## src/core/pwmdb_pkg.sv

```systemverilog
package pwmdb_pkg;
    localparam int NUM_GEN = 2;
    localparam int NUM_SIG = 4;
    localparam int CNT_W = 16;
    localparam int DB_W = 12;
    localparam int NUM_EVT = 6;
    // Event index within an action or interrupt-select vector
    localparam int EV_ZERO = 0;
    localparam int EV_LOAD = 1;
    localparam int EV_AUP = 2;
    localparam int EV_ADN = 3;
    localparam int EV_BUP = 4;
    localparam int EV_BDN = 5;
    localparam logic [1:0] ACT_NONE = 2'h0;
    localparam logic [1:0] ACT_TOGGLE = 2'h1;
    localparam logic [1:0] ACT_LOW = 2'h2;
    localparam logic [1:0] ACT_HIGH = 2'h3;
    localparam logic [CNT_W-1:0] CNT_RESET = 16'h0000;
    localparam logic [DB_W-1:0] DB_ONE = 12'h001;

    typedef struct packed {
        logic enable;
        logic updown;
        logic load_sync;
        logic cmp_sync;
        logic dbg_run;
        logic db_enable;
        logic [CNT_W-1:0] load;
        logic [CNT_W-1:0] cmpa;
        logic [CNT_W-1:0] cmpb;
        logic [2*NUM_EVT-1:0] acta;
        logic [2*NUM_EVT-1:0] actb;
        logic [NUM_EVT-1:0] int_sel;
        logic [DB_W-1:0] db_rise;
        logic [DB_W-1:0] db_fall;
    } pwmdb_cfg_t;

    typedef struct packed {
        logic [CNT_W-1:0] cnt;
        logic dir_up;
        logic [CNT_W-1:0] load;
        logic [CNT_W-1:0] cmpa;
        logic [CNT_W-1:0] cmpb;
        logic [CNT_W-1:0] load_pend;
        logic [CNT_W-1:0] cmpa_pend;
        logic [CNT_W-1:0] cmpb_pend;
        logic load_dirty;
        logic cmp_dirty;
        logic upd_req;
        logic sig_a;
        logic sig_b;
        logic [DB_W-1:0] rise_cnt;
        logic [DB_W-1:0] fall_cnt;
        logic db_a;
        logic db_b;
        logic stopped;
    } pwmdb_gen_t;

    typedef struct packed {
        pwmdb_gen_t [NUM_GEN-1:0] gen;
        logic [NUM_SIG-1:0] pins;
        logic [NUM_GEN-1:0] gen_irq;
        logic fault_irq;
    } pwmdb_state_t;
endpackage : pwmdb_pkg

```

## src/core/pwmdb_top.sv

```systemverilog
`timescale 1ns/1ns
`default_nettype none
// Function
// - Counter gives one-cycle zero and load pulses plus direction, low counting down.
// - A compare value above the load value never matches.
// - Down mode reacts to zero, load, A-down and B-down.
// - Up/down mode adds A-up and B-up matches to those events.
// - Matches coinciding with zero or load are ignored.
// - Coinciding A and B: first output uses A action, second uses B.
// - Zero and load apply none, toggle, low or high per output; A matches act on the first output only, B on the second.
// - Dead-band off: both generator outputs pass unchanged.
// - Dead-band on: second output dropped, first output rising edge delayed.
// - Second dead-band output is inverted input, rising delayed after its fall.
// - Interrupt when any software-selected counter event occurs.
// - Interrupt timing comes from raw events, not dead-band edges.
// - Global reset clears selected counters together, synchronously.
// - Immediate mode: new load or compare takes effect at next zero.
// - Sync mode: value pending until update request, then at next zero.
// - Update request clears itself when applied; software cannot clear it.
// - Load and compare update mode chosen separately per generator.
// - Per-signal fault enable forces output inactive while fault input active.
// - A fault can raise a processor interrupt.
// - Debug stall: either keep running or count to zero and stop.
// - Debug stall never raises an interrupt.
// - Pin driven only when its bit in the enable word is set.
// - Optional per-signal final inversion makes the signal active low.
module pwmdb_top (
    input wire logic sys_clk_i,
    input wire logic nrst_i,
    input wire pwmdb_pkg::pwmdb_cfg_t [pwmdb_pkg::NUM_GEN-1:0] cfg_i,
    input wire logic [pwmdb_pkg::NUM_GEN-1:0] load_wr_i,
    input wire logic [pwmdb_pkg::NUM_GEN-1:0] cmp_wr_i,
    input wire logic [pwmdb_pkg::NUM_GEN-1:0] upd_req_set_i,
    input wire logic [pwmdb_pkg::NUM_GEN-1:0] cnt_sync_i,
    input wire logic [pwmdb_pkg::NUM_SIG-1:0] out_enable_i,
    input wire logic [pwmdb_pkg::NUM_SIG-1:0] out_invert_i,
    input wire logic [pwmdb_pkg::NUM_SIG-1:0] fault_enable_i,
    input wire logic fault_i,
    input wire logic fault_int_en_i,
    input wire logic dbg_stall_i,
    output logic [pwmdb_pkg::NUM_SIG-1:0] pwm_o,
    output logic [pwmdb_pkg::NUM_GEN-1:0] gen_irq_o,
    output logic fault_irq_o,
    output logic [pwmdb_pkg::NUM_GEN-1:0] upd_pending_o,
    output logic [pwmdb_pkg::NUM_GEN*pwmdb_pkg::CNT_W-1:0] count_o
);
    pwmdb_pkg::pwmdb_state_t st_r;
    pwmdb_pkg::pwmdb_state_t st_nxt;
    logic [pwmdb_pkg::NUM_GEN-1:0][pwmdb_pkg::NUM_EVT-1:0] evt;
    logic [pwmdb_pkg::NUM_GEN-1:0] zero_p;
    logic [pwmdb_pkg::NUM_GEN-1:0] load_p;

    function automatic logic apply_act(input logic cur, input logic [1:0] act);
        logic r;
        r = cur;
        unique case (act)
            pwmdb_pkg::ACT_NONE: r = cur;
            pwmdb_pkg::ACT_TOGGLE: r = ~cur;
            pwmdb_pkg::ACT_LOW: r = 1'b0;
            pwmdb_pkg::ACT_HIGH: r = 1'b1;
        endcase
        return r;
    endfunction : apply_act

    // Dead-band counter: output rises only after input has been high delay cycles
    function automatic logic [pwmdb_pkg::DB_W-1:0] db_next(
        input logic in, input logic [pwmdb_pkg::DB_W-1:0] cnt
    );
        logic [pwmdb_pkg::DB_W-1:0] r;
        r = cnt;
        if (!in) begin
            r = '0;
        end else if (cnt != '1) begin
            r = cnt + pwmdb_pkg::DB_ONE;
        end
        return r;
    endfunction : db_next

    always_comb begin
        logic [pwmdb_pkg::NUM_EVT-1:0] ev;
        logic a_m;
        logic b_m;
        logic run;
        logic [1:0] aa;
        logic [1:0] ab;
        ev = '0;
        a_m = 1'b0;
        b_m = 1'b0;
        run = 1'b0;
        aa = '0;
        ab = '0;
        st_nxt = st_r;
        evt = '0;
        zero_p = '0;
        load_p = '0;
        for (int g = 0; g < pwmdb_pkg::NUM_GEN; g++) begin
            ev = '0;
            // Events decode from the current count, so each lasts one cycle
            zero_p[g] = cfg_i[g].enable && !st_r.gen[g].stopped
                && st_r.gen[g].cnt == '0;
            load_p[g] = cfg_i[g].enable && !st_r.gen[g].stopped
                && st_r.gen[g].cnt == st_r.gen[g].load;
            ev[pwmdb_pkg::EV_ZERO] = zero_p[g];
            ev[pwmdb_pkg::EV_LOAD] = load_p[g];
            // Count can start above a newly applied load, so values above load need the range check
            a_m = cfg_i[g].enable && st_r.gen[g].cmpa <= st_r.gen[g].load
                && st_r.gen[g].cnt == st_r.gen[g].cmpa;
            b_m = cfg_i[g].enable && st_r.gen[g].cmpb <= st_r.gen[g].load
                && st_r.gen[g].cnt == st_r.gen[g].cmpb;
            // A halted counter sits at zero and must not retrigger events
            if (zero_p[g] || load_p[g] || st_r.gen[g].stopped) begin
                a_m = 1'b0;
                b_m = 1'b0;
            end
            // Direction is only ever up in up/down mode
            ev[pwmdb_pkg::EV_ADN] = a_m && !st_r.gen[g].dir_up;
            ev[pwmdb_pkg::EV_BDN] = b_m && !st_r.gen[g].dir_up;
            ev[pwmdb_pkg::EV_AUP] = a_m && st_r.gen[g].dir_up;
            ev[pwmdb_pkg::EV_BUP] = b_m && st_r.gen[g].dir_up;
            evt[g] = ev;
            // Zero and load never share a cycle with a match, so A and B never
            // cross over; when zero and load coincide, the load action wins
            aa = '0;
            ab = '0;
            for (int e = 0; e < pwmdb_pkg::NUM_EVT; e++) begin
                if (ev[e] && !(e == pwmdb_pkg::EV_BUP
                        || e == pwmdb_pkg::EV_BDN)) begin
                    aa = cfg_i[g].acta[2*e +: 2];
                end
                if (ev[e] && !(e == pwmdb_pkg::EV_AUP
                        || e == pwmdb_pkg::EV_ADN)) begin
                    ab = cfg_i[g].actb[2*e +: 2];
                end
            end
            st_nxt.gen[g].sig_a = apply_act(st_r.gen[g].sig_a, aa);
            st_nxt.gen[g].sig_b = apply_act(st_r.gen[g].sig_b, ab);
            // Raw events only; stall blocks them
            st_nxt.gen_irq[g] = |(ev & cfg_i[g].int_sel)
                && !dbg_stall_i;
            // Pending values
            if (load_wr_i[g]) begin
                st_nxt.gen[g].load_pend = cfg_i[g].load;
                st_nxt.gen[g].load_dirty = 1'b1;
            end
            if (cmp_wr_i[g]) begin
                st_nxt.gen[g].cmpa_pend = cfg_i[g].cmpa;
                st_nxt.gen[g].cmpb_pend = cfg_i[g].cmpb;
                st_nxt.gen[g].cmp_dirty = 1'b1;
            end
            if (upd_req_set_i[g]) begin
                st_nxt.gen[g].upd_req = 1'b1;
            end
            if (zero_p[g]) begin
                if (st_r.gen[g].load_dirty && (!cfg_i[g].load_sync
                        || st_r.gen[g].upd_req)) begin
                    st_nxt.gen[g].load = st_r.gen[g].load_pend;
                    st_nxt.gen[g].load_dirty = load_wr_i[g];
                end
                if (st_r.gen[g].cmp_dirty && (!cfg_i[g].cmp_sync
                        || st_r.gen[g].upd_req)) begin
                    st_nxt.gen[g].cmpa = st_r.gen[g].cmpa_pend;
                    st_nxt.gen[g].cmpb = st_r.gen[g].cmpb_pend;
                    st_nxt.gen[g].cmp_dirty = cmp_wr_i[g];
                end
                // A new request in the same cycle survives the clear
                if (st_r.gen[g].upd_req && !upd_req_set_i[g]) begin
                    st_nxt.gen[g].upd_req = 1'b0;
                end
            end
            // Debug stall handling
            if (!dbg_stall_i) begin
                st_nxt.gen[g].stopped = 1'b0;
            end else if (!cfg_i[g].dbg_run && zero_p[g]) begin
                st_nxt.gen[g].stopped = 1'b1;
            end
            run = cfg_i[g].enable && !st_r.gen[g].stopped
                && !(dbg_stall_i && !cfg_i[g].dbg_run && zero_p[g]);
            if (run) begin
                if (!cfg_i[g].updown) begin
                    st_nxt.gen[g].dir_up = 1'b0;
                    st_nxt.gen[g].cnt = zero_p[g] ? st_r.gen[g].load
                        : st_r.gen[g].cnt - 16'h0001;
                end else if (st_r.gen[g].dir_up) begin
                    if (st_r.gen[g].cnt >= st_r.gen[g].load) begin
                        st_nxt.gen[g].dir_up = 1'b0;
                        st_nxt.gen[g].cnt = st_r.gen[g].cnt - 16'h0001;
                    end else begin
                        st_nxt.gen[g].cnt = st_r.gen[g].cnt + 16'h0001;
                    end
                end else begin
                    if (zero_p[g]) begin
                        st_nxt.gen[g].dir_up = 1'b1;
                        st_nxt.gen[g].cnt = 16'h0001;
                    end else begin
                        st_nxt.gen[g].cnt = st_r.gen[g].cnt - 16'h0001;
                    end
                end
            end
            if (cnt_sync_i[g]) begin
                st_nxt.gen[g].cnt = pwmdb_pkg::CNT_RESET;
                st_nxt.gen[g].dir_up = 1'b0;
            end
            // Dead-band stage, registered one cycle after the generator
            st_nxt.gen[g].rise_cnt = db_next(st_r.gen[g].sig_a,
                st_r.gen[g].rise_cnt);
            st_nxt.gen[g].fall_cnt = db_next(!st_r.gen[g].sig_a,
                st_r.gen[g].fall_cnt);
            if (cfg_i[g].db_enable) begin
                st_nxt.gen[g].db_a = st_r.gen[g].sig_a
                    && st_r.gen[g].rise_cnt >= cfg_i[g].db_rise;
                st_nxt.gen[g].db_b = !st_r.gen[g].sig_a
                    && st_r.gen[g].fall_cnt >= cfg_i[g].db_fall;
            end else begin
                st_nxt.gen[g].db_a = st_r.gen[g].sig_a;
                st_nxt.gen[g].db_b = st_r.gen[g].sig_b;
            end
            // Output control
            for (int s = 0; s < 2; s++) begin
                st_nxt.pins[2*g+s] = out_enable_i[2*g+s]
                    && ((((s == 0) ? st_r.gen[g].db_a : st_r.gen[g].db_b)
                    && !(fault_i && fault_enable_i[2*g+s]))
                    ^ out_invert_i[2*g+s]);
            end
        end
        st_nxt.fault_irq = fault_i && fault_int_en_i;
    end

    always_ff @(posedge sys_clk_i or negedge nrst_i) begin
        if (!nrst_i) begin
            st_r <= '0;
        end else begin
            st_r <= st_nxt;
        end
    end

    always_comb begin
        pwm_o = st_r.pins;
        gen_irq_o = st_r.gen_irq;
        fault_irq_o = st_r.fault_irq;
        for (int g = 0; g < pwmdb_pkg::NUM_GEN; g++) begin
            upd_pending_o[g] = st_r.gen[g].upd_req;
            count_o[g*pwmdb_pkg::CNT_W +: pwmdb_pkg::CNT_W] = st_r.gen[g].cnt;
        end
    end
endmodule : pwmdb_top
`default_nettype wire

```

## config.mk

```make
export PLATFORM = sky130hd
export DESIGN_NAME = pwmdb_top
export DESIGN_NICKNAME = d
export VERILOG_FILES = /design/src/core/pwmdb_pkg.sv /design/src/core/pwmdb_top.sv
export SDC_FILE = /design/constraint.sdc
export NUM_CORES = 1
export LEC_CHECK = 0
export ABC_AREA = 0
export BUFFER_PORTS_ARGS = -buffer_cell sky130_fd_sc_hd__buf_4
export CORE_UTILIZATION = 48
export DETAILED_ROUTE_END_ITERATION = 7
export PLACE_DENSITY = 0.78
export REMOVE_ABC_BUFFERS = 1
export SKIP_CTS_REPAIR_TIMING = 1
export SYNTH_ARGS = -nofsm -noshare
export SYNTH_HDL_FRONTEND = slang
export SYNTH_SLANG_ARGS = --single-unit
```

## constraint.sdc

```tcl
create_clock -name sys_clk_i -period 8.5 [get_ports sys_clk_i]
set_input_delay 0 -clock sys_clk_i [delete_from_list [all_inputs] [get_ports sys_clk_i]]
set_output_delay 0 -clock sys_clk_i [all_outputs]
set_load 0.02 [all_outputs]
```

==> reports/summary.txt, run 1 <==
outcome: finished with violations
violated checks: DRC, hold timing
Worst setup EP type: flip-flop
post-route setup TNS: 0 ns
layout net count: 2587
number of storage elements in the synthesis netlist: 297
post-detail-place hpwl: 37600 um
startpoint of the lowest-slack hold path: cfg_i[119]
share of layout cells above drive strength 1: 24.7%
met1 Use GR: 31.0%
Post-synth EDFFs: 0
Sinks on Clock Net: 297
Slew HR: 15.6%
primary flip-flop cell chosen by synthesis mapping: dfrtp_1
Fin Hold WS: -0.0158 ns
Max FO, Critical Path: 10
Clock Skews: 0.0228 ns
Worst EP required: 8.92 ns
Placed Instance Area: 20500 um^2
filler-free cell count of the finished design: 2731
cell count after placement: 2490
number of cell rows: 71
classification of the worst-slack hold path: in -> reg
number of buffers inserted during clock tree synthesis: 36
cell area after synthesis: 18500 um^2
initial antenna violation count: 2
core area: 37800 um^2
largest stage delay on the critical path: 0.82 ns
area enclosed by the die boundary: 39300 um^2
number of ports placed on the die boundary: 282
Clock transition at path regs: 0.06 ns
detailed-route DRC error count: 1
post-route fraction of the period consumed by the critical path: 57.4%
setup repair after global routing missed its margin: false
commonest non-fill, non-tap cell in the layout: dfrtp_1
transition at the pin with the smallest max-transition slack: 1.26 ns
sum of buffers and inverters on the critical path: 4
Root Driver: clkbuf_16
number of warning messages in the yosys log: 0
via total after detailed routing: 15775
proportion of synthesized chip area in sequential cells: 40.2%
end of the worst hold path: st_r[153]
Post-Place Setup Slack: 5.04 ns
destination of the worst register-to-register timing path: st_r[179]
total global-route track usage: 25.6%
Max Slew Vio Count: 0
first-iteration detailed-routing DRC count: 1070
final core utilization: 62.3%
pwr/cell area: 316 nW/um^2
area growth from synthesis to final layout: 27.4%
crit path max-delay cell type: or4_1
most congested layer reported by global routing: met2
commonest non-fill, non-tap cells in the layout: dfrtp_1, buf_4, mux2_2, dlygate4sd3_1, ha_1
library cells used by synthesis: 77
timing-limited maximum frequency: 205 MHz
Cells after Synth: 1826
cell mode on critical path: dlygate4sd3_1
category of cells accounting for the largest share of critical-path delay: buffers and inverters
worst reg-to-reg path cell count: 12
first-pass GRT wire length: 78500 um
count of antenna-violating nets left after detailed routing: 0
Reg2Reg Launch Point: count_o[16]
ordered list of cells on the worst path: inv_1 > ha_1 > nor3b_2 > nand2_1 > or4_1 > nor2_1 > a22oi_1 > dlygate4sd3_1 > o211ai_1 > dlygate4sd3_1 > o31ai_1 > dlygate4sd3_1
clock tree from TritonCTS: built
routability-driven placement congestion ratio: 0.935
post-layout min period: 4.88 ns
first-pass detailed-route iteration total: 8
static leakage power: 10.8 nW
overall routed net length: 53600 um
floorplan die height: 198 um
kind of critical path: reg -> reg
maximum level of the CTS H-tree: 2
hold path cells: 5
fraction of met3 tracks used by global routing: 5.81%
final cell area excluding filler cells: 23500 um^2
post-synthesis async set-or-reset flop share: 100%
r2r setup slk: 3.62 ns
Routed wire per std cell: 19.6 um
type of element launching the critical path: flip-flop
met2 Use GR: 43.1%
Hold Vio Cnt, Final: 2
die width: 198 um
IO Port Bufs: 265
Finish-stage setup viols: 0
reported max-cap violation count: 0
final worst slack: 3.62 ns
GR Overflow Total: 0
number of buffers on the longest clock path: 3
initial core utilization: 48.9%
Total Power: 7.43 mW
Clock Latency Late Sink: 0.55 ns
via count of the first global-routing pass: 15008
mean cell area of the mapped netlist: 10.1 um^2
largest net degree at the start of global routing: 85
data arrival at the endpoint of the critical path: 5.30 ns
detail-routed via count per cell: 5.78
worst voltage drop across the vdd grid: 0.000215 V
## cell usage after synthesis (all sizes together), types with 14 or more instances
master	number	area [um^2]
ha	152	1900
xor2	53	464
inv	114	428
mux2i	17	170
nand2	104	390
nand4	45	282
nor4	20	146
a21oi	91	455
and3	23	144
nand3	41	205
xnor2	67	587
o21ai	79	395
o211ai	20	150
clkbuf	58	218
nor3	44	220
or3	19	124
a31oi	29	181
nor2	89	339
mux2	198	2230
nor2b	14	87.6
nand2b	14	87.6
dfrtp	297	7430
buf	65	430
a21o	28	210
and2	17	106
## logic make-up after synthesis
group	share of synthesized area (%)
multiplexers	13.0
AND/OR/NAND/NOR	13.0
XOR/XNOR	5.69
buffers and inverters	5.83
AO/OA/AOI/OAI	12.0
flip-flops	40.2
adder cells (fa/ha/maj)	10.3
## routing by layer
metal	wire length [um]	share of wire (%)
met4	2300	4.3
met5	15	0.028
met3	4060	7.6
met1	20800	39
met2	26400	49
## worst register-to-register path: stages, from the launching register on
cell and delay (ns):
dfrtp_1 0.52, inv_1 0.18, ha_1 0.23, nor3b_2 0.29
nand2_1 0.28, or4_1 0.82, nor2_1 0.41, a22oi_1 0.12
dlygate4sd3_1 0.61, o211ai_1 0.10, dlygate4sd3_1 0.60, o31ai_1 0.07
dlygate4sd3_1 0.54
## worst max path at each step
stage                            from   endpoint  cells after the start
after global placement    count_o[16]  st_r[180]                     11
after floorplan           count_o[16]  st_r[232]                      7
after global routing      count_o[16]  st_r[179]                     12
final                     count_o[16]  st_r[179]                     12
after CTS                 count_o[16]  st_r[180]                     11
after detailed placement  count_o[16]  st_r[180]                     11
## layout make-up
cell class / instances / area, um^2
diodes: 1 / 2.50
clock buffers: 44 / 1000
clock inverters: 19 / 209
fillers: 2972 / 14200
inverters: 114 / 428
multi-input cells: 1292 / 9960
flip-flops and latches: 297 / 7430
well taps: 511 / 639
repair buffers: 453 / 3850
## report_power, final
part / internal [mW] / leakage [nW] / total (mW) / switching [mW]
combinational: 1.63 / 6.58 / 3.38 / 1.75
sequential: 1.81 / 3.68 / 2.48 / 0.668
clock: 0.937 / 0.577 / 1.57 / 0.636
total: 4.38 / 10.8 / 7.43 / 3.05
## sequential cells by signal (all words and copies together) (netlist names)
signal,flops
st_r,256
count_o,32
pwm_o,4
gen_irq_o,2
upd_pending_o,2
fault_irq_o,1
No activity file was read; power rests on OpenSTA's default activity.
==> run 2, diff against run 1 <==
--- a/config.mk
+++ b/config.mk
@@ -9,7 +9,7 @@
 export BUFFER_PORTS_ARGS = -buffer_cell sky130_fd_sc_hd__buf_4
 export CORE_UTILIZATION = 48
 export DETAILED_ROUTE_END_ITERATION = 7
-export PLACE_DENSITY = 0.78
+export PLACE_DENSITY = 0.81
 export REMOVE_ABC_BUFFERS = 1
 export SKIP_CTS_REPAIR_TIMING = 1
 export SYNTH_ARGS = -nofsm -noshare
==> constraint.sdc (replaced) <==
create_clock -name sys_clk_i -period 4.4 [get_ports sys_clk_i]
set_input_delay 0 -clock sys_clk_i [delete_from_list [all_inputs] [get_ports sys_clk_i]]
set_output_delay 0 -clock sys_clk_i [all_outputs]
set_load 0.02 [all_outputs]
==> reports/summary.txt, run 2 (same netlist as run 1, synthesis figures left out) <==
clock tree from TritonCTS: built
Hold Vio Cnt, Final: 2
commonest non-fill, non-tap cells in the layout: dfrtp_1, buf_4, mux2_2, dlygate4sd3_1, ha_1
met1 wire length: 21000 um
pwr/cell area: 612 nW/um^2
Worst EP required: 4.80 ns
detailed-route DRC error count: 0
largest stage delay on the critical path: 0.87 ns
floorplan die height: 198 um
via count of the first global-routing pass: 15116
total global-route track usage: 26.0%
Fin Hold WS: -0.0238 ns
post-layout min period: 4.37 ns
core area: 37800 um^2
register area: 7430 um^2
Sinks on Clock Net: 297
number of cell rows: 71
Root Driver: clkbuf_16
Finish-stage setup viols: 0
GR Overflow Total: 0
Clock Skews: 0.0257 ns
overall routed net length: 54500 um
static leakage power: 10.9 nW
met2 routed WL: 26900 um
Clock Latency Late Sink: 0.54 ns
classification of the worst-slack hold path: in -> reg
initial antenna violation count: 4
timing-limited maximum frequency: 229 MHz
die width: 198 um
crit path max-delay cell type: nor4_1
cell count after placement: 2497
data arrival at the endpoint of the critical path: 4.78 ns
maximum level of the CTS H-tree: 2
Clock transition at path regs: 0.06 ns
outcome: finished with violations
reported max-cap violation count: 0
type of element launching the critical path: flip-flop
worst voltage drop across the vdd grid: 0.000388 V
transition at the pin with the smallest max-transition slack: 1.01 ns
initial core utilization: 48.9%
post-route fraction of the period consumed by the critical path: 99.4%
first-iteration detailed-routing DRC count: 1163
number of buffers on the longest clock path: 3
area occupied by multi-input gates: 9960 um^2
Max FO, Critical Path: 11
cell mode on critical path: dlygate4sd3_1
filler-free cell count of the finished design: 2736
violated checks: hold timing
highest metal layer used by the detailed router: met5
ordered list of cells on the worst path: inv_1 > ha_1 > nor2b_1 > and4_1 > and2_1 > nor4_1 > a21oi_1 > mux2i_1 > dlygate4sd3_1 > o21ai_0 > dlygate4sd3_1
Largest register FFs: 256
largest net degree at the start of global routing: 96
number of ports placed on the die boundary: 282
area enclosed by the die boundary: 39300 um^2
post-detail-place hpwl: 38000 um
routability-driven placement congestion ratio: 0.953
first-pass GRT wire length: 79900 um
number of buffers inserted during clock tree synthesis: 35
Worst setup EP type: flip-flop
area growth from synthesis to final layout: 27.7%
via total after detailed routing: 15864
detail-routed via count per cell: 5.80
commonest non-fill, non-tap cell in the layout: dfrtp_1
Routed met3 length: 4310 um
count of antenna-violating nets left after detailed routing: 0
Routed wire per std cell: 19.9 um
fill cell count: 2931
Max Slew Vio Count: 0
Total Power: 14.4 mW
first-pass detailed-route iteration total: 8
Biggest register: st_r
kind of critical path: reg -> reg
IO Port Bufs: 265
Slew HR: 32.4%
share of layout cells above drive strength 1: 24.7%
layout net count: 2593
-- run 2: cell types whose count changed in the layout (fill, tap and decap cells not counted), moves of 2 or more --
cell	change
clkinv_4	-2
clkinvlp_4	-4
clkbuf_1	+3
buf_12	+2
diode_2	+2
clkbuf_16	-2
bufinv_16	+3
buf_4	+5
-- run 2: metal layers --
metal,track usage (%),vias up
li1,-,7304
met1,31.8,7665
met2,43.4,723
met3,5.72,170
met4,12.5,2
met5,0,-
-- run 2: where the power goes --
group | switching, mW | total (mW) | internal (mW)
registers | 1.26 | 4.76 | 3.50
clock network | 1.17 | 3.05 | 1.88
logic | 3.45 | 6.62 | 3.17
total | 5.88 | 14.4 | 8.55
-- run 2: path summary, 6_finish.rpt --
| kind | start | to | slack (ns) | cells after the start |
|---|---|---|---|---|
| worst min-delay path | cfg_i[156] | st_r[180] | -0.02 | 5 |
| min in group asynchronous | nrst_i | st_r[159] | 0.07 | 2 |
| worst max-delay path | count_o[0] | st_r[35] | 0.03 | 11 |
| worst max register to register | count_o[0] | st_r[35] | 0.03 | 11 |
| worst min register to register | st_r[182] | st_r[182] | 0.48 | 1 |
| max in group asynchronous | nrst_i | st_r[32] | 3.33 | 3 |
-- run 2: final cells by class --
class | instances | area share [%]
Multi-Input combinational cell | 1292 | 42.2
Sequential cell | 297 | 31.5
Timing Repair Buffer | 460 | 16.7
Clock buffer | 44 | 4.03
Tap cell | 511 | 2.71
Inverter | 114 | 1.81
Clock inverter | 15 | 1.02
Antenna cell | 3 | 0.0318
-- run 2: per-stage QoR --
step                      cell area [um^2]  setup slack, ns  utilization [%]  hold slack, ns  setup TNS (ns)
after floorplan                      17800            0.440                -          -0.296               0
after global placement               20600             1.18             54.6          0.0472               0
after detailed placement             20600             1.13             54.6          0.0537               0
after CTS                            21800             1.11             57.8          -0.502               0
after global routing                 23600           -0.134             62.5         0.00844          -0.134
final                                23600           0.0278             62.5         -0.0238               0
-- run 2: worst max-delay path, delay by kind of cell, from the launching register on --
family                   cells  cell delay [ns]
buffers and inverters        3             1.30
multiplexers                 1             0.23
adder cells (fa/ha/maj)      1             0.30
flip-flops                   1             0.65
AO/OA/AOI/OAI                2             0.22
AND/OR/NAND/NOR              4             1.55
